## config.mk

```make
export PLATFORM = sky130hd
export DESIGN_NAME = apms_top
export DESIGN_NICKNAME = d
export VERILOG_FILES = /design/src/include/apms_pkg.sv /design/src/rtl/apms_len_chk.sv /design/src/rtl/apms_top.sv
export SDC_FILE = /design/constraint.sdc
export NUM_CORES = 1
export LEC_CHECK = 0
export ABC_AREA = 1
export BUFFER_PORTS_ARGS = -buffer_cell sky130_fd_sc_hd__buf_2
export CORE_ASPECT_RATIO = 0.8
export CORE_MARGIN = 5
export CORE_UTILIZATION = 50
export DETAILED_ROUTE_END_ITERATION = 10
export GPL_TIMING_DRIVEN = 1
export PLACE_DENSITY_LB_ADDON = 0.15
export SYNTH_ARGS = -nofsm -noshare
export SYNTH_HDL_FRONTEND = slang
export SYNTH_SLANG_ARGS = --single-unit
```

## constraint.sdc

```tcl
create_clock -name CLK -period 1.95 [get_ports CLK]
set_input_delay 0.39 -clock CLK [delete_from_list [all_inputs] [get_ports CLK]]
set_output_delay 0.39 -clock CLK [all_outputs]
set_load 0.02 [all_outputs]
```

## src/include/apms_pkg.sv

```systemverilog
// package: register map, pin map, modes and timing constants of the audio pin mux and status block
// Behaviour
// - slave audio mode drives word clock, bit clock and four data lines on shared pins
// - slave audio bit clock appears on the eighth register-controlled pin
// - slave audio data lines A to D each drive their own shared pin
// - master audio mode drives word clock on general pin one
// - master audio mode drives serial data on general pin zero
// - master audio mode drives system clock on general pin nine
// - pin function comes only from register settings, never from pin levels
// - lock output high when PLL locked and D-PHY outputs active
// - lock output low whenever PLL is not locked
// - normal mode: pass high with no timing fault, low on fault
// - a single data-enable length mismatch is a timing fault
// - frame-sync length mismatch on two successive measurements is a timing fault
// - self-test mode: pass high without test error, low once one is seen
// - after reset register-controlled pins act as outputs driving low
package apms_pkg;

   localparam int APMS_AW = 8;
   localparam int APMS_DW = 32;

   // register byte offsets
   localparam logic [7:0] APMS_OFF_CTRL     = 8'h00;
   localparam logic [7:0] APMS_OFF_GPIO_OUT = 8'h04;
   localparam logic [7:0] APMS_OFF_GPIO_OE  = 8'h08;
   localparam logic [7:0] APMS_OFF_STATUS   = 8'h0C;
   localparam logic [7:0] APMS_OFF_INT_STAT = 8'h10;
   localparam logic [7:0] APMS_OFF_INT_MASK = 8'h14;
   localparam logic [7:0] APMS_OFF_GPIO_IN  = 8'h18;
   localparam logic [7:0] APMS_OFF_CMD      = 8'h1C;

   // control fields
   localparam int APMS_CTRL_MODE_LSB = 0;
   localparam int APMS_CTRL_BIST     = 2;
   localparam int APMS_CTRL_JCDIS    = 7;

   // status fields
   localparam int APMS_STS_LOCK   = 0;
   localparam int APMS_STS_PASS   = 1;
   localparam int APMS_STS_TFAULT = 2;
   localparam int APMS_STS_BERR   = 3;

   // interrupt fields
   localparam int APMS_IRQ_N       = 3;
   localparam int APMS_IRQ_LOCKLOS = 0;
   localparam int APMS_IRQ_TFAULT  = 1;
   localparam int APMS_IRQ_BERR    = 2;

   // command fields (self-clearing)
   localparam int APMS_CMD_CLR_TFAULT = 0;
   localparam int APMS_CMD_CLR_BERR   = 1;

   // shared pin slots
   localparam int APMS_PIN_N   = 9;
   localparam int APMS_PIN_GP0 = 0;
   localparam int APMS_PIN_GP1 = 1;
   localparam int APMS_PIN_GP2 = 2;
   localparam int APMS_PIN_GP3 = 3;
   localparam int APMS_PIN_GP9 = 4;
   localparam int APMS_PIN_RG5 = 5;
   localparam int APMS_PIN_RG6 = 6;
   localparam int APMS_PIN_RG7 = 7;
   localparam int APMS_PIN_RG8 = 8;

   // reset values
   localparam logic [APMS_PIN_N-1:0] APMS_RST_GPIO_OUT = 9'h000;
   localparam logic [APMS_PIN_N-1:0] APMS_RST_GPIO_OE  = 9'h1E0;
   localparam logic [APMS_IRQ_N-1:0] APMS_RST_INT_MASK = 3'h0;

   // timing check
   localparam int APMS_LEN_W     = 16;
   localparam int APMS_DE_NEED   = 1;
   localparam int APMS_FSYN_NEED = 2;

   typedef enum logic [1:0] {
      APMS_MODE_GPIO   = 2'b00,
      APMS_MODE_SLAVE  = 2'b01,
      APMS_MODE_MASTER = 2'b10
   } apms_mode_t;

endpackage

```

## src/rtl/apms_len_chk.sv

```systemverilog
// length measurement of a high period with mismatch detection against the last length
`timescale 1ns/100ps
`default_nettype none
module apms_len_chk
   import apms_pkg::*;
#(
   parameter int CW   = APMS_LEN_W,
   parameter int NEED = 1
) (
   input  wire logic clk,
   input  wire logic rst_n,
   input  wire logic ce,
   input  wire logic en,
   input  wire logic level,
   output logic      mismatch
);
   localparam int MW = $clog2(NEED + 1);
   localparam logic [MW-1:0] NEED_V = MW'(NEED);

   logic          level_d_r, level_d_nxt;
   logic [CW-1:0] cnt_r, cnt_nxt;
   logic [CW-1:0] ref_r, ref_nxt;
   logic          ref_ok_r, ref_ok_nxt;
   logic [MW-1:0] miss_r, miss_nxt;
   logic          mis_r, mis_nxt;

   always_comb begin
      level_d_nxt = level;
      cnt_nxt     = cnt_r;
      ref_nxt     = ref_r;
      ref_ok_nxt  = ref_ok_r;
      miss_nxt    = miss_r;
      mis_nxt     = 1'b0;
      if (level) begin
         if (!level_d_r) begin
            cnt_nxt = {{(CW-1){1'b0}}, 1'b1};
         end else if (cnt_r != {CW{1'b1}}) begin
            cnt_nxt = cnt_r + 1'b1;
         end
      end
      if (level_d_r && !level) begin
         if (ref_ok_r && (cnt_r != ref_r)) begin
            miss_nxt = miss_r + 1'b1;
            // one mismatch or several in a row, per instance
            if (miss_nxt == NEED_V) begin
               mis_nxt  = 1'b1;
               miss_nxt = '0;
            end
         end else begin
            miss_nxt = '0;
         end
         ref_nxt    = cnt_r;
         ref_ok_nxt = 1'b1;
      end
      // a stale reference after a pause would give a false fault
      if (!en) begin
         ref_ok_nxt = 1'b0;
         miss_nxt   = '0;
         mis_nxt    = 1'b0;
      end
   end

   always_ff @(posedge clk or negedge rst_n) begin
      if (!rst_n) begin
         level_d_r <= 1'b0;
         cnt_r     <= '0;
         ref_r     <= '0;
         ref_ok_r  <= 1'b0;
         miss_r    <= '0;
         mis_r     <= 1'b0;
      end else if (ce) begin
         level_d_r <= level_d_nxt;
         cnt_r     <= cnt_nxt;
         ref_r     <= ref_nxt;
         ref_ok_r  <= ref_ok_nxt;
         miss_r    <= miss_nxt;
         mis_r     <= mis_nxt;
      end
   end

   assign mismatch = mis_r;

endmodule
`default_nettype wire

```

## src/rtl/apms_top.sv

```systemverilog
// audio pin multiplexer with lock and pass status outputs, registers on APB
`timescale 1ns/100ps
`default_nettype none
module apms_top
   import apms_pkg::*;
#(
   parameter int LEN_W = APMS_LEN_W
) (
   input  wire logic                  CLK,
   input  wire logic                  RST_N,
   input  wire logic                  CE,
   input  wire logic [APMS_AW-1:0]    PADDR,
   input  wire logic                  PSEL,
   input  wire logic                  PENABLE,
   input  wire logic                  PWRITE,
   input  wire logic [APMS_DW-1:0]    PWDATA,
   output logic      [APMS_DW-1:0]    PRDATA,
   output logic                       PREADY,
   output logic                       PSLVERR,
   input  wire logic                  SLAVE_WORD_CLOCK_IN,
   input  wire logic                  SLAVE_BIT_CLOCK_IN,
   input  wire logic                  SLAVE_AUDIO_DATA_A_IN,
   input  wire logic                  SLAVE_AUDIO_DATA_B_IN,
   input  wire logic                  SLAVE_AUDIO_DATA_C_IN,
   input  wire logic                  SLAVE_AUDIO_DATA_D_IN,
   input  wire logic                  MASTER_WORD_CLOCK_IN,
   input  wire logic                  MASTER_AUDIO_DATA_IN,
   input  wire logic                  MASTER_SYS_CLOCK_IN,
   input  wire logic [APMS_PIN_N-1:0] PIN_I,
   output logic      [APMS_PIN_N-1:0] PIN_O,
   output logic      [APMS_PIN_N-1:0] PIN_OE,
   input  wire logic                  PLL_LOCKED,
   input  wire logic                  DPHY_ACTIVE,
   input  wire logic                  DATA_ENABLE,
   input  wire logic                  FRAME_SYNC,
   input  wire logic                  SELF_TEST_ERR,
   output logic                       LOCK,
   output logic                       PASS,
   output logic                       JITTER_CLEAN_DIS,
   output logic                       IRQ
);

   // ---------------- input synchronisers ----------------
   logic [APMS_PIN_N-1:0] pin_s1_r, pin_s1_nxt;
   logic [APMS_PIN_N-1:0] pin_s2_r, pin_s2_nxt;
   logic                  lock_s1_r, lock_s1_nxt;
   logic                  lock_s2_r, lock_s2_nxt;

   always_comb begin
      pin_s1_nxt  = PIN_I;
      pin_s2_nxt  = pin_s1_r;
      lock_s1_nxt = PLL_LOCKED;
      lock_s2_nxt = lock_s1_r;
   end

   always_ff @(posedge CLK or negedge RST_N) begin
      if (!RST_N) begin
         pin_s1_r  <= '0;
         pin_s2_r  <= '0;
         lock_s1_r <= 1'b0;
         lock_s2_r <= 1'b0;
      end else if (CE) begin
         pin_s1_r  <= pin_s1_nxt;
         pin_s2_r  <= pin_s2_nxt;
         lock_s1_r <= lock_s1_nxt;
         lock_s2_r <= lock_s2_nxt;
      end
   end

   // ---------------- timing checks ----------------
   logic de_mis;
   logic fsyn_mis;
   logic bist_r;

   apms_len_chk #(
      .CW   (LEN_W),
      .NEED (APMS_DE_NEED)
   ) u_de_chk (
      .clk      (CLK),
      .rst_n    (RST_N),
      .ce       (CE),
      .en       (!bist_r),
      .level    (DATA_ENABLE),
      .mismatch (de_mis)
   );

   apms_len_chk #(
      .CW   (LEN_W),
      .NEED (APMS_FSYN_NEED)
   ) u_fsyn_chk (
      .clk      (CLK),
      .rst_n    (RST_N),
      .ce       (CE),
      .en       (!bist_r),
      .level    (FRAME_SYNC),
      .mismatch (fsyn_mis)
   );

   // ---------------- registers and APB slave ----------------
   apms_mode_t            mode_r, mode_nxt;
   logic                  bist_nxt;
   logic                  jcdis_r, jcdis_nxt;
   logic [APMS_PIN_N-1:0] gpio_out_r, gpio_out_nxt;
   logic [APMS_PIN_N-1:0] gpio_oe_r, gpio_oe_nxt;
   logic [APMS_IRQ_N-1:0] int_stat_r, int_stat_nxt;
   logic [APMS_IRQ_N-1:0] int_mask_r, int_mask_nxt;
   logic                  pready_r, pready_nxt;
   logic [APMS_DW-1:0]    prdata_r, prdata_nxt;
   logic                  pslverr_r, pslverr_nxt;
   logic                  irq_r, irq_nxt;
   logic                  lock_r, lock_nxt;
   logic                  pass_r, pass_nxt;
   logic                  tfault_r, tfault_nxt;
   logic                  berr_r, berr_nxt;
   logic [APMS_PIN_N-1:0] pin_o_r, pin_o_nxt;
   logic [APMS_PIN_N-1:0] pin_oe_r, pin_oe_nxt;

   logic                  acc;
   logic                  wr_done;
   logic                  mapped;
   logic                  clr_tfault;
   logic                  clr_berr;
   logic [APMS_IRQ_N-1:0] int_set;
   logic [APMS_IRQ_N-1:0] int_clr;
   logic [APMS_DW-1:0]    rd_val;

   always_comb begin
      // first access cycle prepares data, second one completes
      acc         = PSEL && PENABLE;
      pready_nxt  = acc && !pready_r;
      wr_done     = acc && pready_r && PWRITE;
      mode_nxt    = mode_r;
      bist_nxt    = bist_r;
      jcdis_nxt   = jcdis_r;
      gpio_out_nxt = gpio_out_r;
      gpio_oe_nxt = gpio_oe_r;
      int_mask_nxt = int_mask_r;
      clr_tfault  = 1'b0;
      clr_berr    = 1'b0;
      int_clr     = '0;
      mapped      = 1'b1;
      rd_val      = '0;

      unique case (PADDR)
         APMS_OFF_CTRL: begin
            rd_val[APMS_CTRL_MODE_LSB +: 2] = mode_r;
            rd_val[APMS_CTRL_BIST]          = bist_r;
            rd_val[APMS_CTRL_JCDIS]         = jcdis_r;
         end
         APMS_OFF_GPIO_OUT: rd_val[APMS_PIN_N-1:0] = gpio_out_r;
         APMS_OFF_GPIO_OE:  rd_val[APMS_PIN_N-1:0] = gpio_oe_r;
         APMS_OFF_STATUS: begin
            rd_val[APMS_STS_LOCK]   = lock_r;
            rd_val[APMS_STS_PASS]   = pass_r;
            rd_val[APMS_STS_TFAULT] = tfault_r;
            rd_val[APMS_STS_BERR]   = berr_r;
         end
         APMS_OFF_INT_STAT: rd_val[APMS_IRQ_N-1:0] = int_stat_r;
         APMS_OFF_INT_MASK: rd_val[APMS_IRQ_N-1:0] = int_mask_r;
         // pin levels are only reported, they never steer the mux
         APMS_OFF_GPIO_IN:  rd_val[APMS_PIN_N-1:0] = pin_s2_r;
         APMS_OFF_CMD:      rd_val = '0;
         default:           mapped = 1'b0;
      endcase

      if (wr_done && mapped) begin
         unique case (PADDR)
            APMS_OFF_CTRL: begin
               mode_nxt  = apms_mode_t'(PWDATA[APMS_CTRL_MODE_LSB +: 2]);
               bist_nxt  = PWDATA[APMS_CTRL_BIST];
               jcdis_nxt = PWDATA[APMS_CTRL_JCDIS];
            end
            APMS_OFF_GPIO_OUT: gpio_out_nxt = PWDATA[APMS_PIN_N-1:0];
            APMS_OFF_GPIO_OE:  gpio_oe_nxt  = PWDATA[APMS_PIN_N-1:0];
            APMS_OFF_INT_STAT: int_clr      = PWDATA[APMS_IRQ_N-1:0];
            APMS_OFF_INT_MASK: int_mask_nxt = PWDATA[APMS_IRQ_N-1:0];
            APMS_OFF_CMD: begin
               clr_tfault = PWDATA[APMS_CMD_CLR_TFAULT];
               clr_berr   = PWDATA[APMS_CMD_CLR_BERR];
            end
            default: ;
         endcase
      end

      prdata_nxt  = (pready_nxt && !PWRITE && mapped) ? rd_val : '0;
      pslverr_nxt = pready_nxt && !mapped;

      // lock needs both the PLL and the D-PHY outputs
      lock_nxt = lock_s2_r && DPHY_ACTIVE;

      // a hardware event in the clear cycle survives
      tfault_nxt = (tfault_r && !clr_tfault) || (!bist_r && (de_mis || fsyn_mis));
      berr_nxt   = (berr_r && !clr_berr) || (bist_r && SELF_TEST_ERR);
      pass_nxt   = bist_r ? !berr_nxt : !tfault_nxt;

      int_set                   = '0;
      int_set[APMS_IRQ_LOCKLOS] = lock_r && !lock_nxt;
      int_set[APMS_IRQ_TFAULT]  = tfault_nxt && !tfault_r;
      int_set[APMS_IRQ_BERR]    = berr_nxt && !berr_r;
      int_stat_nxt = (int_stat_r & ~int_clr) | int_set;
      irq_nxt      = |(int_stat_nxt & int_mask_nxt);
   end

   always_ff @(posedge CLK or negedge RST_N) begin
      if (!RST_N) begin
         mode_r     <= APMS_MODE_GPIO;
         bist_r     <= 1'b0;
         jcdis_r    <= 1'b0;
         gpio_out_r <= APMS_RST_GPIO_OUT;
         gpio_oe_r  <= APMS_RST_GPIO_OE;
         int_stat_r <= '0;
         int_mask_r <= APMS_RST_INT_MASK;
         pready_r   <= 1'b0;
         prdata_r   <= '0;
         pslverr_r  <= 1'b0;
         irq_r      <= 1'b0;
         lock_r     <= 1'b0;
         pass_r     <= 1'b1;
         tfault_r   <= 1'b0;
         berr_r     <= 1'b0;
      end else if (CE) begin
         mode_r     <= mode_nxt;
         bist_r     <= bist_nxt;
         jcdis_r    <= jcdis_nxt;
         gpio_out_r <= gpio_out_nxt;
         gpio_oe_r  <= gpio_oe_nxt;
         int_stat_r <= int_stat_nxt;
         int_mask_r <= int_mask_nxt;
         pready_r   <= pready_nxt;
         prdata_r   <= prdata_nxt;
         pslverr_r  <= pslverr_nxt;
         irq_r      <= irq_nxt;
         lock_r     <= lock_nxt;
         pass_r     <= pass_nxt;
         tfault_r   <= tfault_nxt;
         berr_r     <= berr_nxt;
      end
   end

   // ---------------- pin multiplexer ----------------
   always_comb begin
      pin_o_nxt  = gpio_out_r;
      pin_oe_nxt = gpio_oe_r;
      // selection depends on mode_r only, so pin levels cannot feed back
      unique case (mode_r)
         APMS_MODE_GPIO: ;
         APMS_MODE_SLAVE: begin
            pin_o_nxt[APMS_PIN_RG7]  = SLAVE_WORD_CLOCK_IN;
            pin_o_nxt[APMS_PIN_RG8]  = SLAVE_BIT_CLOCK_IN;
            pin_o_nxt[APMS_PIN_RG6]  = SLAVE_AUDIO_DATA_A_IN;
            pin_o_nxt[APMS_PIN_RG5]  = SLAVE_AUDIO_DATA_B_IN;
            pin_o_nxt[APMS_PIN_GP2]  = SLAVE_AUDIO_DATA_C_IN;
            pin_o_nxt[APMS_PIN_GP3]  = SLAVE_AUDIO_DATA_D_IN;
            pin_oe_nxt[APMS_PIN_RG7] = 1'b1;
            pin_oe_nxt[APMS_PIN_RG8] = 1'b1;
            pin_oe_nxt[APMS_PIN_RG6] = 1'b1;
            pin_oe_nxt[APMS_PIN_RG5] = 1'b1;
            pin_oe_nxt[APMS_PIN_GP2] = 1'b1;
            pin_oe_nxt[APMS_PIN_GP3] = 1'b1;
         end
         APMS_MODE_MASTER: begin
            pin_o_nxt[APMS_PIN_GP1]  = MASTER_WORD_CLOCK_IN;
            pin_o_nxt[APMS_PIN_GP0]  = MASTER_AUDIO_DATA_IN;
            pin_o_nxt[APMS_PIN_GP9]  = MASTER_SYS_CLOCK_IN;
            pin_oe_nxt[APMS_PIN_GP1] = 1'b1;
            pin_oe_nxt[APMS_PIN_GP0] = 1'b1;
            pin_oe_nxt[APMS_PIN_GP9] = 1'b1;
         end
         // the unused code falls back to plain GPIO
         default: ;
      endcase
   end

   // outputs are re-registered, audio clocks lag the engine by one cycle
   always_ff @(posedge CLK or negedge RST_N) begin
      if (!RST_N) begin
         pin_o_r  <= APMS_RST_GPIO_OUT;
         pin_oe_r <= APMS_RST_GPIO_OE;
      end else if (CE) begin
         pin_o_r  <= pin_o_nxt;
         pin_oe_r <= pin_oe_nxt;
      end
   end

   assign PIN_O            = pin_o_r;
   assign PIN_OE           = pin_oe_r;
   assign PRDATA           = prdata_r;
   assign PREADY           = pready_r;
   assign PSLVERR          = pslverr_r;
   assign LOCK             = lock_r;
   assign PASS             = pass_r;
   assign JITTER_CLEAN_DIS = jcdis_r;
   assign IRQ              = irq_r;

endmodule
`default_nettype wire

```

After elaboration in Yosys (flattened, before gate mapping) --
Cells that the tools add are included.
Cells by class: equal/unequal tests 16, $add $sub $neg 4, reductions and logical operators 50, muxes and demuxes 46, bitwise logic cells 4
Operators by type and width (number):
- $mux W16 | 4
- $add A16 B1 Y16 const B | 2
- $eq A8 B5 Y1 const B | 4
- $ne A16 B16 Y1 | 2
- $ne A16 B16 Y1 const B | 2
- $mux W1 | 22
- $pmux W3 S7 | 1
- $logic_and A1 B1 Y1 | 20
- $eq A8 B4 Y1 const B | 2
- $mux W2 | 8
- $reduce_and A3 Y1 | 5
- $logic_not A1 Y1 | 13
- $mux W3 | 4
- $mux W9 | 1
- $pmux W3 S3 | 1
- $eq A8 B3 Y1 const B | 1
- $logic_not A8 Y1 | 1
- $mux W4 | 2
- $pmux W1 S4 | 2
- $reduce_and A2 Y1 | 4
- $reduce_or A8 Y1 | 1
- $and A3 B3 Y3 | 2
- $eq A2 B2 Y1 const B | 2
- $ne A2 B2 Y1 const B | 2
- other kinds (9) | 12
Word-level totals: input bits 69, output and inout port bits 56, logic and storage cells 153, register bits after elaboration 178

Longest topological paths before layout --
depth in word-level cells 12, depth in mapped cells 15, depth with buffers taken out 15

Hierarchy --
Synthesis repeated with hierarchy kept, for this count alone.
Second synthesis, totals: cell total of the unflattened synthesis 1068, area total of the unflattened synthesis 8279.2 um^2
By module, submodules not included:
- apms_top | instances 1, seq. area each 2063.2 um^2, area each 4103.9 um^2, cells each 494
- apms_len_chk (u_fsyn_chk) | instances 1, seq. area each 925.9 um^2, area each 2089.5 um^2, cells each 294
- apms_len_chk (u_de_chk) | instances 1, seq. area each 875.8 um^2, area each 2085.8 um^2, cells each 280

Worst setup path after synthesis --
Ideal clock, no wire load.
path kind register -> register, start register pready_r (netlist: PREADY), end register gpio_out_r[0], required time 1.829 ns, cell stages (with the launch flop) 7, clock period less this slack 1.711 ns, setup time 0.121 ns, setup slack 0.239 ns, arrival time 1.590 ns, buffers on the path 1, cells stage by stage dfrtp_1 -> nand2_1 -> nor2_1 -> nand2_4 -> nor3_4 -> buf_6 -> o21ai_1
Between the ends: longest elaborated chain between the ends 4
Ends and longest elaborated chain:
- from (decl) | line apms_top.sv:107 | logic pready_r, pready_nxt;
- from (signal assigned) | line apms_top.sv:229 | pready_r <= pready_nxt;
- $logic_and A1 B1 Y1 (2 in series) | line apms_top.sv:131 | wr_done = acc && pready_r && PWRITE;
- $logic_and A1 B1 Y1 | line apms_top.sv:166 | if (wr_done && mapped) begin
- $reduce_and A3 Y1 (no source line)
- to (signal assigned) | line apms_top.sv:225 | gpio_out_r <= gpio_out_nxt;
- to (decl) | line apms_top.sv:103 | logic [APMS_PIN_N-1:0] gpio_out_r, gpio_out_nxt;
No other way between the ends. A chain may end at the register's enable or synchronous reset.

Final worst setup path --
start register u_fsyn_chk.cnt_r[0], end register u_fsyn_chk.cnt_r[4]
Between the ends: longest elaborated chain between the ends 3, elaborated cells on any way between the ends 6, those cells by class add/sub: 1; eq/ne: 2; mux: 2; reduce/logical: 1
Ends and longest elaborated chain:
- from (decl) | line apms_len_chk.sv:21 | logic [CW-1:0] cnt_r, cnt_nxt;
- from (signal assigned) | line apms_len_chk.sv:73 | cnt_r <= cnt_nxt;
- $add A16 B1 Y16 or $ne A16 B16 Y1 (tied branches) | line apms_len_chk.sv:38, apms_len_chk.sv:37
- $mux W16 or $ne A2 B2 Y1 (tied branches)
- $mux W16 or $reduce_and A3 Y1 (tied branches)
Parallel ways exist; a longest one is shown, timed or not. The select of a mux whose other input is x is not followed.

==> reports/qor.yml <==
placement:
  place_congestion: 0.899
  hpwl_um: 13100
  io_buffers: 78
  dpl-instance-area_mm2: 0.00844
  dp.cells: 1214
critical_path:
  slowest_stage: "dfrtp_1"
  cp-start-kind: "flip-flop"
  arrival_ns: 2.12
  max_stage_delay_ns: 0.42
  critPathKind: "flip-flop to flip-flop"
  cp-end-kind: "flip-flop"
  path_cells: "ha_1, nand2_1, nor4_2, nand4_1, nand2_1, nor2_1, inv_1, nand2_1, a21oi_1"
  crit_top_cell: "nand2_1"
  crit_fanout: 5
  cp.required_ns: 2.30
synthesis:
  ys.flop_type: "dfrtp_1"
  netlist_instances: 919
  netlist_area_mm2: 0.00770
  yosys.area.top_type: "dfrtp_1"
  synth_area_per_cell_um2: 8.38
  yosysUniqueCellTypes: 43
  ys_seq_elements: 154
  netlist.area_leader.share: 0.471
  seq_area_frac_synth: 0.502
  postSynth.asyncResetShare: 1.00
  synth_warnings: 0
  synth-edff-count: 0
  synth_area_leaders: "dfrtp_1, nand2_1, o21ai_0"
floorplan:
  io_pins: 125
  die_width_um: 149
  die-area_mm2: 0.0180
  rows: 40
  die_height_um: 121
  initial_utilization: 0.511
  core_mm2: 0.0151
routing:
  wirelength_um: 17800
  antenna_left: 0
  post_drt_wl_per_cell_um: 14.3
  drc_errors: 0
  avgViaCountPerCell: 4.99
  dr.pass1.iters: 5
  dr.first_iter.drc_count: 410
  via_count: 6219
finish:
  final_cell_area_mm2: 0.00906
  fin_nets: 1095
  antenna_cells: 0
  fin_util: 0.602
  areaGrowthSynthToFinish_pct: 17.7
  fin_cells: 1247
  drive_above_1_share: 0.202
clocking:
  cts_inserted_buffers: 17
  path_clk_slew_ns: 0.06
  cts_sinks: 154
  clk_path_buf_depth: 2
  cts_tree: "built"
  htree_levels: 4
  ctsRootBufferMaster: "clkbuf_16"
  clk_latency_ns: 0.42
timing:
  rsz0062_at_grt: "yes"
  worst_hold_slack_ns: 0.165
  final_max_slew_viol_count: 0
  fmax_ghz: 0.565
  setup_viol: 0
  hold_viol: 0
  min_period_ns: 1.77
  fin_crit_sh: 0.908
  skew_ns: 0.00548
global_routing:
  overflow: 0
  grt_max_degree: 47
  grt_pass1_wl_um: 29500
  track_usage: 0.208
  grt_pass1_vias: 5828
  antenna_found_initial: 0
power_and_ir_drop:
  vdd.ir_drop.worst_v: 0.000666
  p_int_uw: 5660
  cellLeakagePower_uw: 0.00456
  power_frac_comb: 0.109
  power_switching_uw: 1990
  p_per_area_mw_per_mm2: 845
  p_clk_frac: 0.429
  p_sw_frac: 0.260
  power_frac_seq: 0.461
status:
  status: "finished clean"
run:
  maxCapViolations: 0
hold_path:
  min_path_type: "input pin to flip-flop"
[power groups by stage]
stage                     Sequential, uW  Combinational (uW)  Clock (uW)
after floorplan                     3590                 518           0
after global placement              3580                 825           0
after detailed placement            3580                 837           0
after CTS                           3530                 845        3330
after global routing                3550                 961        3480
final                               3530                 837        3290
[registers in the layout, summed over array words and instances, names as in the netlist, 2 cells and up]
| register | cells |
|---|---|
| PIN_O | 9 |
| PIN_OE | 9 |
| PRDATA | 9 |
| gpio_oe_r | 9 |
| gpio_out_r | 9 |
| int_mask_r | 3 |
| int_stat_r | 3 |
| mode_r | 2 |
| pin_s1_r | 9 |
| pin_s2_r | 9 |
| u_de_chk.cnt_r | 16 |
| u_de_chk.ref_r | 16 |
| u_fsyn_chk.cnt_r | 16 |
| u_fsyn_chk.miss_r | 2 |
| u_fsyn_chk.ref_r | 16 |
[through the flow]
step / power [uW] / setup WS [ns] / TNS (ns)
after detailed placement: 4420 / 0.0509 / 0
final: 7650 / 0.179 / 0
after floorplan: 4110 / 0.239 / 0
after CTS: 7700 / 0.0992 / 0
after global routing: 8000 / -0.0116 / -0.0195
after global placement: 4400 / 0.0793 / 0
[cells in the mapped netlist (2+ instances only)]
library cell  instances
nand2_1             224
dfrtp_1             145
inv_1                94
o21ai_0              94
nor2_1               66
nand3_1              29
a21oi_1              26
buf_4                23
xor2_1               23
clkbuf_1             20
nor3_1               18
nand2_2              14
nand4_1              14
xnor2_1              14
a31oi_1              13
dfstp_2               9
inv_2                 9
o21ai_1               9
nor4_1                8
o22ai_1               7
nand2_4               6
o31ai_1               6
mux2_2                5
nor2_2                5
nor2_4                4
o21a_1                4
or2_2                 4
o2111ai_1             3
o21ai_2               3
a221oi_1              2
a22o_1                2
buf_2                 2
buf_6                 2
ha_1                  2
o221ai_1              2
[cells by family (layout without fill, tap and decap cells)]
family / after synthesis / count (layout) / synth area share
mux: 5 / 5 / 0.00731
other cells: 1 / 23 / 0.000487
flops: 154 / 154 / 0.502
simple gates: 397 / 397 / 0.233
xor+xnor: 37 / 37 / 0.0421
compound gates: 173 / 173 / 0.125
fa+ha+maj: 2 / 2 / 0.00325
buf+inv: 150 / 246 / 0.0866
[final timing paths]
check / from / endpoint / slack [ns] / cells after the start
setup / recovery: u_fsyn_chk.cnt_r[0] / u_fsyn_chk.cnt_r[4] / 0.18 / 9
hold / removal: PIN_I[0] / pin_s1_r[0] / 0.17 / 3
setup reg to reg: u_fsyn_chk.cnt_r[0] / u_fsyn_chk.cnt_r[4] / 0.18 / 9
hold reg to reg: pin_s1_r[4] / pin_s1_r[4] / 0.47 / 2
max in group asynchronous: RST_N / PIN_OE[5] / 0.93 / 3
min in group asynchronous: RST_N / u_fsyn_chk.ref_r[7] / 0.41 / 2
[area by class of cell]
type | instances | area (um2)
Fill cell | 1357 | 6000
Clock inverter | 11 | 119
Tap cell | 210 | 263
Clock buffer | 21 | 470
Timing Repair Buffer | 111 | 684
Multi-Input combinational cell | 637 | 3270
Inverter | 103 | 387
Sequential cell | 154 | 3860
[routing by layer]
metal / vias to the layer above / global-route usage / share of wire
li1: 3167 / - / -
met1: 2882 / 0.331 / 0.52
met3: 17 / 0.0474 / 0.057
met5: - / 0 / 0
met4: 0 / 0.0669 / 0.012
met2: 153 / 0.276 / 0.41
[worst max-delay path: cells and delay by family (launching register included)]
kind	cells	cell delay, ns
AOI/OAI and AO/OA	1	0.11
adders and majority gates	1	0.21
buffers and inverters	1	0.12
DFF	1	0.42
and+or+nand+nor	6	0.83
[placed cells by master (no fill, tap or decap), types with 7 or more instances in the layout]
cell	instances
o21ai_0	94
inv_2	10
o21ai_1	9
nand2_1	224
nand2_2	13
nor4_1	7
a31oi_1	13
dfstp_2	9
conb_1	23
o22ai_1	7
xnor2_1	14
nor2_1	64
nand4_1	14
inv_1	93
buf_2	77
a21oi_1	26
dfrtp_1	145
nand2_4	7
xor2_1	23
nand3_1	29
clkbuf_16	17
buf_4	29
nor3_1	17
[what timing repair did]
action | in CTS | in global routing
gates resized for setup | 0 | 7
hold buffers | 1 | 0
hold endpoints to repair | 28 | 0
buffers inserted | 0 | 0
setup endpoints to repair | 0 | 15
No activity file was read; power rests on OpenSTA's default activity.
